`config.mk`:
```
export PLATFORM = sky130hd
export DESIGN_NAME = pwm_capture_timer16
export DESIGN_NICKNAME = d
export VERILOG_FILES = /design/src/include/pwm_capture_timer16_pkg.sv /design/src/hdl/pwm_capture_timer16.sv
export SDC_FILE = /design/constraint.sdc
export NUM_CORES = 1
export LEC_CHECK = 0
export BUFFER_PORTS_ARGS = -buffer_cell sky130_fd_sc_hd__buf_4
export CAP_MARGIN = 20
export CELL_PAD_IN_SITES_DETAIL_PLACEMENT = 0
export CELL_PAD_IN_SITES_GLOBAL_PLACEMENT = 1
export CORE_UTILIZATION = 30
export DETAILED_ROUTE_END_ITERATION = 10
export PLACE_DENSITY_LB_ADDON = 0.1
export SLEW_MARGIN = 10
export SYNTH_ARGS = -nofsm -noshare
export SYNTH_HDL_FRONTEND = slang
export SYNTH_SLANG_ARGS = --single-unit
```
`constraint.sdc`:
```
create_clock -name aclk -period 3.23 [get_ports aclk]
set_input_delay 0.646 -clock aclk [delete_from_list [all_inputs] [get_ports aclk]]
set_output_delay 0.646 -clock aclk [all_outputs]
set_load 0.005 [all_outputs]
```
`src/include/pwm_capture_timer16_pkg.sv`:
```
//==============================================================
// Summary of operation
// - Dual mode turns shared pin into complement
// - PWM period equals reload times 2**prescale
// - Preloaded start counts once up to reload
// - Polarity clear: high after compare match
// - Polarity set: high until compare match
// - Capture copies count into compare bytes
// - Polarity picks capture edge rising or falling
// - Capture raises interrupt, sets flag, keeps counting
// - Capture reload: interrupt, clear flag, continue
// - Interrupt source: both, capture or reload
// - Capture start on first edge, no interrupt
// - Captured value minus start times 2**prescale
// - Capture counts prescaled system clock only
// - Count reads never disturb timer
// - Enabled high read latches low byte into hold
// - Disabled low read returns live low byte
// - Non-PWM output toggles at every reload
// - Shared pin is input except dual mode
// - Enable bit written last starts counting
package pwm_capture_timer16_pkg;

  // Register byte offsets
  localparam logic [7:0] off_count_high = 8'h00;
  localparam logic [7:0] off_count_low = 8'h04;
  localparam logic [7:0] off_reload_high = 8'h08;
  localparam logic [7:0] off_reload_low = 8'h0c;
  localparam logic [7:0] off_compare_high = 8'h10;
  localparam logic [7:0] off_compare_low = 8'h14;
  localparam logic [7:0] off_control_zero = 8'h18;
  localparam logic [7:0] off_control_one = 8'h1c;

  // timer_control_zero fields
  localparam int pos_capture_flag = 0;
  localparam int pos_irq_cfg = 1;

  // timer_control_one fields
  localparam int pos_mode = 0;
  localparam int pos_prescale = 2;
  localparam int pos_polarity = 5;
  localparam int pos_enable = 7;

  // Mode codes
  localparam logic [1:0] mode_continuous = 2'h0;
  localparam logic [1:0] mode_pwm_single = 2'h1;
  localparam logic [1:0] mode_pwm_dual = 2'h2;
  localparam logic [1:0] mode_capture = 2'h3;

  // Interrupt source selections
  localparam logic [1:0] irq_cfg_capture_only = 2'h2;
  localparam logic [1:0] irq_cfg_reload_only = 2'h3;

  // Reset values
  localparam logic [15:0] rst_count = 16'h0001;
  localparam logic [15:0] rst_reload = 16'hffff;
  localparam logic [15:0] rst_compare = 16'h0000;
  localparam logic [7:0] rst_control_one = 8'h00;
  localparam logic [1:0] rst_irq_cfg = 2'h0;

  // AXI responses
  localparam logic [1:0] resp_okay = 2'h0;
  localparam logic [1:0] resp_slverr = 2'h2;

  typedef enum logic [1:0] {st_idle, st_arm, st_run} run_state_t;

endpackage

```
`src/hdl/pwm_capture_timer16.sv`:
```
// Design decisions made here: the register addresses and the AXI4-Lite register port.
`timescale 1ns/1ps
module pwm_capture_timer16
  import pwm_capture_timer16_pkg::*;
(
  input wire logic aclk,
  input wire logic aresetn,
  input wire logic [7:0] s_axi_awaddr,
  input wire logic s_axi_awvalid,
  output logic s_axi_awready,
  input wire logic [31:0] s_axi_wdata,
  input wire logic [3:0] s_axi_wstrb,
  input wire logic s_axi_wvalid,
  output logic s_axi_wready,
  output logic [1:0] s_axi_bresp,
  output logic s_axi_bvalid,
  input wire logic s_axi_bready,
  input wire logic [7:0] s_axi_araddr,
  input wire logic s_axi_arvalid,
  output logic s_axi_arready,
  output logic [31:0] s_axi_rdata,
  output logic [1:0] s_axi_rresp,
  output logic s_axi_rvalid,
  input wire logic s_axi_rready,
  input wire logic timer_in,
  output logic timer_out,
  output logic timer_out_n,
  output logic timer_out_n_oe,
  output logic timer_irq
);

  //==============================================================
  // Registers and state
  logic [15:0] count;
  logic [15:0] reload;
  logic [15:0] compare;
  logic [7:0] hold_low;
  logic [7:0] control_one;
  logic [1:0] irq_cfg;
  logic capture_event_flag;
  run_state_t run_state;
  logic [6:0] prescale_cnt;
  logic in_meta;
  logic in_sync;
  logic in_prev;

  logic enable;
  logic output_polarity_select;
  logic [1:0] mode;
  logic [2:0] prescale;
  assign enable = control_one[pos_enable];
  assign output_polarity_select = control_one[pos_polarity];
  assign mode = control_one[pos_mode +: 2];
  assign prescale = control_one[pos_prescale +: 3];

  function automatic logic is_pwm(input logic [1:0] m);
    is_pwm = (m == mode_pwm_single) || (m == mode_pwm_dual);
  endfunction

  //==============================================================
  // AXI4-Lite write channel
  logic [7:0] aw_addr;
  logic aw_held;
  logic [31:0] w_data;
  logic [3:0] w_strb;
  logic w_held;
  logic wr_go;
  assign wr_go = aw_held && w_held && !s_axi_bvalid;

  function automatic logic is_mapped(input logic [7:0] a);
    is_mapped = (a[1:0] == 2'h0) && (a <= off_control_one);
  endfunction

  always_ff @(posedge aclk) begin
    if (!aresetn) begin
      aw_held <= 1'b0;
      aw_addr <= 8'h00;
      s_axi_awready <= 1'b0;
    end else if (s_axi_awvalid && s_axi_awready) begin
      aw_held <= 1'b1;
      aw_addr <= s_axi_awaddr;
      s_axi_awready <= 1'b0;
    end else if (wr_go) begin
      aw_held <= 1'b0;
    end else begin
      s_axi_awready <= !aw_held && !s_axi_bvalid;
    end
  end

  always_ff @(posedge aclk) begin
    if (!aresetn) begin
      w_held <= 1'b0;
      w_data <= 32'h0000_0000;
      w_strb <= 4'h0;
      s_axi_wready <= 1'b0;
    end else if (s_axi_wvalid && s_axi_wready) begin
      w_held <= 1'b1;
      w_data <= s_axi_wdata;
      w_strb <= s_axi_wstrb;
      s_axi_wready <= 1'b0;
    end else if (wr_go) begin
      w_held <= 1'b0;
    end else begin
      s_axi_wready <= !w_held && !s_axi_bvalid;
    end
  end

  always_ff @(posedge aclk) begin
    if (!aresetn) begin
      s_axi_bvalid <= 1'b0;
      s_axi_bresp <= resp_okay;
    end else if (wr_go) begin
      s_axi_bvalid <= 1'b1;
      s_axi_bresp <= is_mapped(aw_addr) ? resp_okay : resp_slverr;
    end else if (s_axi_bready) begin
      s_axi_bvalid <= 1'b0;
    end
  end

  // Only byte lane 0 carries register data
  logic wr_en;
  assign wr_en = wr_go && w_strb[0];

  function automatic logic wr_hit(input logic [7:0] a, input logic [7:0] off);
    wr_hit = (a == off);
  endfunction

  //==============================================================
  // AXI4-Lite read channel
  logic rd_go;
  assign rd_go = s_axi_arvalid && s_axi_arready;

  always_ff @(posedge aclk) begin
    if (!aresetn) begin
      s_axi_arready <= 1'b0;
    end else begin
      s_axi_arready <= !s_axi_arready && !s_axi_rvalid && s_axi_arvalid;
    end
  end

  always_ff @(posedge aclk) begin
    if (!aresetn) begin
      s_axi_rvalid <= 1'b0;
      s_axi_rdata <= 32'h0000_0000;
      s_axi_rresp <= resp_okay;
    end else if (rd_go) begin
      s_axi_rvalid <= 1'b1;
      s_axi_rresp <= is_mapped(s_axi_araddr) ? resp_okay : resp_slverr;
      // Reads only observe; no counter state changes here
      if (s_axi_araddr == off_count_high) begin
        s_axi_rdata <= {24'h000000, count[15:8]};
      end else if (s_axi_araddr == off_count_low) begin
        s_axi_rdata <= {24'h000000, enable ? hold_low : count[7:0]};
      end else if (s_axi_araddr == off_reload_high) begin
        s_axi_rdata <= {24'h000000, reload[15:8]};
      end else if (s_axi_araddr == off_reload_low) begin
        s_axi_rdata <= {24'h000000, reload[7:0]};
      end else if (s_axi_araddr == off_compare_high) begin
        s_axi_rdata <= {24'h000000, compare[15:8]};
      end else if (s_axi_araddr == off_compare_low) begin
        s_axi_rdata <= {24'h000000, compare[7:0]};
      end else if (s_axi_araddr == off_control_zero) begin
        s_axi_rdata <= {29'h00000000, irq_cfg, capture_event_flag};
      end else if (s_axi_araddr == off_control_one) begin
        s_axi_rdata <= {24'h000000, control_one};
      end else begin
        s_axi_rdata <= 32'h0000_0000;
      end
    end else if (s_axi_rready) begin
      s_axi_rvalid <= 1'b0;
    end
  end

  // Low byte snapshot taken on a high-byte read while enabled
  always_ff @(posedge aclk) begin
    if (!aresetn) begin
      hold_low <= 8'h00;
    end else if (rd_go && s_axi_araddr == off_count_high && enable) begin
      hold_low <= count[7:0];
    end
  end

  //==============================================================
  // Configuration registers
  always_ff @(posedge aclk) begin
    if (!aresetn) begin
      control_one <= rst_control_one;
    end else if (wr_en && wr_hit(aw_addr, off_control_one)) begin
      control_one <= w_data[7:0];
    end
  end

  always_ff @(posedge aclk) begin
    if (!aresetn) begin
      irq_cfg <= rst_irq_cfg;
    end else if (wr_en && wr_hit(aw_addr, off_control_zero)) begin
      irq_cfg <= w_data[pos_irq_cfg +: 2];
    end
  end

  always_ff @(posedge aclk) begin
    if (!aresetn) begin
      reload <= rst_reload;
    end else if (wr_en && wr_hit(aw_addr, off_reload_high)) begin
      reload[15:8] <= w_data[7:0];
    end else if (wr_en && wr_hit(aw_addr, off_reload_low)) begin
      reload[7:0] <= w_data[7:0];
    end
  end

  //==============================================================
  // Timer input synchroniser and edge qualification
  always_ff @(posedge aclk) begin
    if (!aresetn) begin
      in_meta <= 1'b0;
      in_sync <= 1'b0;
      in_prev <= 1'b0;
    end else begin
      in_meta <= timer_in;
      in_sync <= in_meta;
      in_prev <= in_sync;
    end
  end

  // No input exists while the shared pin drives the complement
  logic in_edge;
  assign in_edge = (mode != mode_pwm_dual) &&
                   (output_polarity_select ? (in_prev && !in_sync)
                                           : (!in_prev && in_sync));

  //==============================================================
  // Prescaler: divide by 2**prescale
  logic tick;
  logic [6:0] prescale_mask;
  assign prescale_mask = 7'((8'h01 << prescale) - 8'h01);
  assign tick = (run_state == st_run) && ((prescale_cnt & prescale_mask) == prescale_mask);

  always_ff @(posedge aclk) begin
    if (!aresetn || run_state != st_run) begin
      prescale_cnt <= 7'h00;
    end else begin
      prescale_cnt <= prescale_cnt + 7'h01;
    end
  end

  //==============================================================
  // Run control
  always_ff @(posedge aclk) begin
    if (!aresetn) begin
      run_state <= st_idle;
    end else begin
      case (run_state)
        st_idle: begin
          if (enable) begin
            run_state <= (mode == mode_capture) ? st_arm : st_run;
          end
        end
        st_arm: begin
          if (!enable) begin
            run_state <= st_idle;
          end else if (in_edge) begin
            run_state <= st_run;
          end
        end
        default: begin
          if (!enable) begin
            run_state <= st_idle;
          end
        end
      endcase
    end
  end

  //==============================================================
  // Counter, capture and events
  logic at_reload;
  logic do_capture;
  assign at_reload = tick && (count == reload);
  assign do_capture = (run_state == st_run) && (mode == mode_capture) && in_edge;

  // Value the counter takes at this edge; shared by counting and capture
  logic [15:0] next_count;
  always_comb begin
    if (at_reload) begin
      next_count = 16'h0001;
    end else if (tick) begin
      next_count = count + 16'h0001;
    end else begin
      next_count = count;
    end
  end

  always_ff @(posedge aclk) begin
    if (!aresetn) begin
      count <= rst_count;
    end else if (wr_en && wr_hit(aw_addr, off_count_high)) begin
      count[15:8] <= w_data[7:0];
    end else if (wr_en && wr_hit(aw_addr, off_count_low)) begin
      count[7:0] <= w_data[7:0];
    end else begin
      count <= next_count;
    end
  end

  always_ff @(posedge aclk) begin
    if (!aresetn) begin
      compare <= rst_compare;
    end else if (do_capture) begin
      // Take the count as it stands after this edge, so start-to-capture span is exact
      compare <= next_count;
    end else if (wr_en && wr_hit(aw_addr, off_compare_high)) begin
      compare[15:8] <= w_data[7:0];
    end else if (wr_en && wr_hit(aw_addr, off_compare_low)) begin
      compare[7:0] <= w_data[7:0];
    end
  end

  // Capture sets the flag even if a reload lands in the same cycle
  always_ff @(posedge aclk) begin
    if (!aresetn) begin
      capture_event_flag <= 1'b0;
    end else if (do_capture) begin
      capture_event_flag <= 1'b1;
    end else if (at_reload && mode == mode_capture) begin
      capture_event_flag <= 1'b0;
    end
  end

  always_ff @(posedge aclk) begin
    if (!aresetn) begin
      timer_irq <= 1'b0;
    end else begin
      timer_irq <= (do_capture && irq_cfg != irq_cfg_reload_only) ||
                   (at_reload && irq_cfg != irq_cfg_capture_only);
    end
  end

  //==============================================================
  // Outputs
  always_ff @(posedge aclk) begin
    if (!aresetn) begin
      timer_out <= 1'b0;
    end else if (is_pwm(mode)) begin
      if (run_state != st_run || at_reload) begin
        timer_out <= output_polarity_select;
      end else if (tick && count == compare) begin
        timer_out <= !output_polarity_select;
      end
    end else if (at_reload) begin
      timer_out <= !timer_out;
    end
  end

  // The complement follows timer_out one cycle later
  always_ff @(posedge aclk) begin
    if (!aresetn) begin
      timer_out_n <= 1'b1;
      timer_out_n_oe <= 1'b0;
    end else begin
      timer_out_n <= !timer_out;
      timer_out_n_oe <= (mode == mode_pwm_dual);
    end
  end

endmodule

```
# Word-level counts from Yosys, hierarchy flattened
# Cells that the tools add are included.
[word_totals] mem_bits_rw=0 register_bits=143 out_inout_bits=45 latchBits=0 mem_bits_ro=0 n_memories=0
[classes] bitwise=3 n_shift=1 addsub=3 muxes=40 div_mod_pow=0 n_lt_le_gt_ge=2 reduce_logical=66 multipliers=0 n_eq_ne=32
[ops] cell="$mux 8" count=15
[ops] cell="$eq 8x5->1 const B" count=8
[ops] cell="$mux 16" count=3
[ops] cell="$logic_and 1x1->1" count=33
[ops] cell="$eq 16x16->1" count=2
[ops] cell="$eq 8x4->1 const B" count=4
[ops] cell="$add 16x1->16 const B" count=1
[ops] cell="$eq 8x3->1 const B" count=2
[ops] cell="$le 8x5->1 const B" count=2
[ops] cell="$logic_not 8->1" count=2
[ops] cell="$reduce_bool 2->1" count=8
[ops] cell="$mux 1" count=14
[ops] cell="$mux 2" count=7
[ops] cell="$ne 2x2->1 const B" count=7
[ops] cell="$logic_not 1->1" count=10
[ops] cell="$add 7x1->7 const B" count=1
[ops] cell="$and 7x7->7" count=1
[ops] cell="$eq 7x7->1" count=1
[ops] cell="$shl 1x3->7 const A" count=1
[ops] cell="$sub 7x1->7 const B" count=1
[ops] cell="$eq 2x2->1 const B" count=3
[ops] cell="$logic_not 2->1" count=3
[ops] cell="$ne 3x1->1 const B" count=2
[ops] cell="$reduce_and 2->1" count=3
[ops] cell="7 further kinds" count=13

# Logic depth before layout (Yosys ltp)
[depth] word_depth=9 mapped_depth=12 ltp_nobuf=10

# Least setup slack after synthesis
# Ideal clock, no wire load.
[synth_path] path_type="reg-to-reg" start="register control_one[2]" end="register compare[2]" arrival_ns=2.503 n_path_buf=2 slack_ns=0.593 t_required_ns=3.096 path_stages_with_launch=12 period_less_slack_ns=2.637 cell_sequence="dfxtp_1 buf_2 or3_1 ha_1 and2_0 o21ai_0 a21oi_1 buf_4 a2111o_1 a22o_1 nor2_1 a211oi_1"
[synth_between] elab_chain_len=8
[synth_lines] item="from (decl)" line="pwm_capture_timer16.sv:38" text="logic [7:0] control_one;"
[synth_lines] item="from (signal assigned)" line="pwm_capture_timer16.sv:187" text="control_one <= rst_control_one;"
[synth_lines] item="from (signal assigned)" line="pwm_capture_timer16.sv:189" text="control_one <= w_data[7:0];"
[synth_lines] item="$shl 1x3->7 (*)" line="pwm_capture_timer16.sv:235" text="assign prescale_mask = 7'((8'h01 << prescale) - 8'h01);"
[synth_lines] item="$sub 7x1->7 (*)" line="pwm_capture_timer16.sv:235"
[synth_lines] item="$and 7x7->7" line="pwm_capture_timer16.sv:236" text="assign tick = (run_state == st_run) && ((prescale_cnt & prescale_mask) == prescale_mask);"
[synth_lines] item="$eq 7x7->1 (*)" line="pwm_capture_timer16.sv:236"
[synth_lines] item="$logic_and 1x1->1 (*)" line="pwm_capture_timer16.sv:236"
[synth_lines] item="$mux 16 or $logic_and 1x1->1 (tied branches)" line="pwm_capture_timer16.sv:286, pwm_capture_timer16.sv:278"
[synth_lines] item="$mux 16 (*)" line="pwm_capture_timer16.sv:284" text="if (at_reload) begin"
[synth_lines] item="$mux 16 (*)" line="pwm_capture_timer16.sv:308" text="end else if (do_capture) begin"
[synth_lines] item="to (signal assigned)" line="pwm_capture_timer16.sv:307" text="compare <= rst_compare;"
[synth_lines] item="to (signal assigned)" line="pwm_capture_timer16.sv:310" text="compare <= next_count;"
[synth_lines] item="to (signal assigned)" line="pwm_capture_timer16.sv:314" text="compare[7:0] <= w_data[7:0];"
[synth_lines] item="to (decl)" line="pwm_capture_timer16.sv:36" text="logic [15:0] compare;"
# Every way passes the cells marked *; elsewhere a longest branch is shown, timed or not.
# A chain may end at the register's enable or synchronous reset.

# Worst setup path after layout
[layout_path] start="register control_one[2]" end="register timer_out"
[layout_between] elab_chain_len=9
[layout_lines] item="$shl 1x3->7 (*)" line="pwm_capture_timer16.sv:235"
[layout_lines] item="$sub 7x1->7 (*)" line="pwm_capture_timer16.sv:235"
[layout_lines] item="$and 7x7->7" line="pwm_capture_timer16.sv:236"
[layout_lines] item="$eq 7x7->1 (*)" line="pwm_capture_timer16.sv:236"
[layout_lines] item="$logic_and 1x1->1 (*)" line="pwm_capture_timer16.sv:236"
[layout_lines] item="$logic_and 1x1->1" line="pwm_capture_timer16.sv:278" text="assign at_reload = tick && (count == reload);"
[layout_lines] item="$logic_or 1x1->1" line="pwm_capture_timer16.sv:344" text="if (run_state != st_run || at_reload) begin"
[layout_lines] item="$ne 3x1->1 (no source line) or $mux 1 (tied branches)"
[layout_lines] item="$reduce_and 2->1 (no source line) or $mux 1 (tied branches)"
[layout_lines] item="to (signal assigned)" line="pwm_capture_timer16.sv:345" text="timer_out <= output_polarity_select;"
[layout_lines] item="to (signal assigned)" line="pwm_capture_timer16.sv:347" text="timer_out <= !output_polarity_select;"
[layout_lines] item="to (signal assigned)" line="pwm_capture_timer16.sv:350" text="timer_out <= !timer_out;"
[layout_lines] item="to (decl)" line="pwm_capture_timer16.sv:26" text="output logic timer_out,"
# Marks and branches as above.

==> impl_metrics.toml <==
[finish]
num-nets-final = 902
drive_above_1_share = 0.194
final_common_cell = "dfxtp_1"
final_core_util = 0.365
areaGrowthSynthToFinish_pct = 18.8
layout_common_cells = "dfxtp_1, nand2_1, buf_4"
diodes = 0
fin_area_sq_um = 8020

[timing]
post-route-period-util = 0.907
hold_viol = 0
tightestPinTransition_ps = 851
max_freq_ghz = 0.341
rsz0062_at_grt = "false"
final.setup.tns_ps = 0
period_needed_ps = 2930
fin_skew_ps = 13.1
setup_ws_ps = 301
final_max_slew_viol_count = 0
setup_viol = 0
slew_headroom = 0.433

[clocking]
postCtsHoldBufs = 0
post_cts_buffers = 0
cts_tree = "done"
ctsLongestPathBuffers = 2
cts_inserted_buffers = 17
insertion_delay_ps = 420
post_cts_resized = 0
cts_root_buffer = "clkbuf_16"
cts_sinks = 117
cts_max_level = 4
cts.reportedPaths.clkPinSlew_ps = 60

[route]
vias = 5840
drt_iter0_drc = 452
via_per_inst = 5.17
wl_per_cell_um = 19.2
finalWirelength_mm = 21.7
drc = 2
first_pass_iters = 8
postRouteAntennaNets = 0

[floorplanning]
start_util = 0.308
dieWidth_um = 152
dieHeight_um = 152
rows = 54
io-pin-count = 105
die_area_sq_um = 23100
core_area_sq_um = 22000

[synth]
synth-edff-count = 0
syn_avg_cell_area_sq_um = 8.52
netlist_area_sq_um = 6760
synth.distinct_cells = 75
synthCells = 793
yosysWarnings = 0
synthFlopType = "dfxtp_1"
synth_top_area_share = 0.347
yosys.area.top_type = "dfxtp_1"
ys_top_cells_by_area = "dfxtp_1, mux2i_1, nand2_1"
synth-seq-cells = 117
ys_seq_area_frac = 0.347
ys_async_sr_fraction = 0

[global_route]
grt_pass1_wl_mm = 34.4
grtUsageTotal = 0.194
overflow = 0
antenna_found_initial = 0
grt_start_max_net_pins = 42
grt_pass1_vias = 5944

[setup_path]
cp_max_fo = 8
cp.required_ps = 3570
critPathLaunchType = "flip-flop"
critPathArrivalTime_ps = 3270
critical_path_class = "reg2reg"
end_kind = "flip-flop"

[status]
status = "finished with violations"
violations = "DRC"

[run]
maxCapViolCount = 0

[place]
gp_congestion = 0.829
dp_hpwl_mm = 16.0
io_buffers = 51
place_ws_ps = 301
placed_area_sq_um = 7420

[pwr]
power.leakage_uw = 0.00305
powerDensity_nw_per_um2 = 456
ir_drop_mv = 0.276

[worst_hold_path]
hold_path.class = "reg2reg"
flip-flops by register name, indices dropped and copies added, names as in the netlist, 2 cells and up:
name          count
aw_addr           8
irq_cfg           2
reload           16
w_data            8
run_state         2
count            16
control_one       8
prescale_cnt      7
s_axi_rdata       8
compare          16
hold_low          8
cells in the mapped netlist, types with 3 or more instances:
cell,instances
or3_1,9
mux2_2,7
buf_4,29
nor3_1,8
nand2b_1,6
nand3b_1,3
nor4_4,9
nor2_1,72
clkbuf_1,40
mux4_2,4
nor2b_1,11
nor4_2,3
xnor2_1,10
a211oi_1,15
a31oi_1,4
nand4_1,9
or4_1,4
nor4_1,7
a21oi_1,43
and3_1,7
o221ai_1,5
a22oi_1,5
nand2_1,96
buf_1,3
nand3_1,26
o21ai_0,23
dfxtp_1,117
and2_1,11
buf_2,17
mux2i_1,54
o22a_1,14
o2111ai_1,3
inv_1,17
o311ai_0,3
xor2_1,35
a221o_1,4
ha_1,5
o21a_1,7
nor2_2,4
worst max-delay path, cell delays in order, from the launching register on:
cell and delay [ps]:
dfxtp_1 300, or3_1 370, ha_1 270, nor3_1 140, o21ai_0 160, a21oi_2 600
nor4_4 100, buf_4 200, or3_1 310, a211o_1 260, a31oi_1 150
through the flow:
step,instances,hold WS [ps],total power [uW]
global placement,1098,401,1710
global route,1130,427,3790
CTS,1130,416,3700
finish,1130,422,3660
detailed placement,1098,407,1710
floorplan,818,395,1650
layout make-up:
type / count / area (sq um)
Clock buffer: 18 / 439
Clock inverter: 14 / 166
Fill cell: 2244 / 13900
Inverter: 18 / 67.6
Multi-Input combinational cell: 592 / 3960
Sequential cell: 117 / 2340
Tap cell: 280 / 350
Timing Repair Buffer: 91 / 696
layer usage:
| layer | vias to the layer above | GRT usage | share of wire |
|---|---|---|---|
| li1 | 2833 | - | - |
| met1 | 2820 | 0.251 | 0.47 |
| met2 | 162 | 0.318 | 0.47 |
| met3 | 25 | 0.0434 | 0.046 |
| met4 | 0 | 0.0680 | 0.019 |
| met5 | - | 0 | 0 |
cell families (layout without fill, tap and decap cells):
family          count (synthesis)  in the layout  share of synthesized area
simple gates                  299            299                      0.240
mux                            65             65                      0.105
flops                         117            117                      0.347
other cells                     1             26                   0.000555
xor+xnor                       45             45                     0.0583
compound gates                152            152                      0.158
buf+inv                       109            141                     0.0821
fa+ha+maj                       5              5                    0.00926
path summary, 6_finish.rpt:
| kind | from | endpoint | slack, ps | depth (start not counted) |
|---|---|---|---|---|
| setup / recovery | control_one[2] | timer_out | 300 | 10 |
| hold / removal | timer_out | timer_out_n | 420 | 1 |
| hold reg to reg | timer_out | timer_out_n | 420 | 1 |
| setup reg to reg | control_one[2] | timer_out | 300 | 10 |
power breakdown:
| group | internal, uW | switching, uW |
|---|---|---|
| clock network | 1180 | 795 |
| registers | 1460 | 30.2 |
| logic | 76.2 | 107 |
| total | 2720 | 933 |
Power figures use the tool's default switching activity.
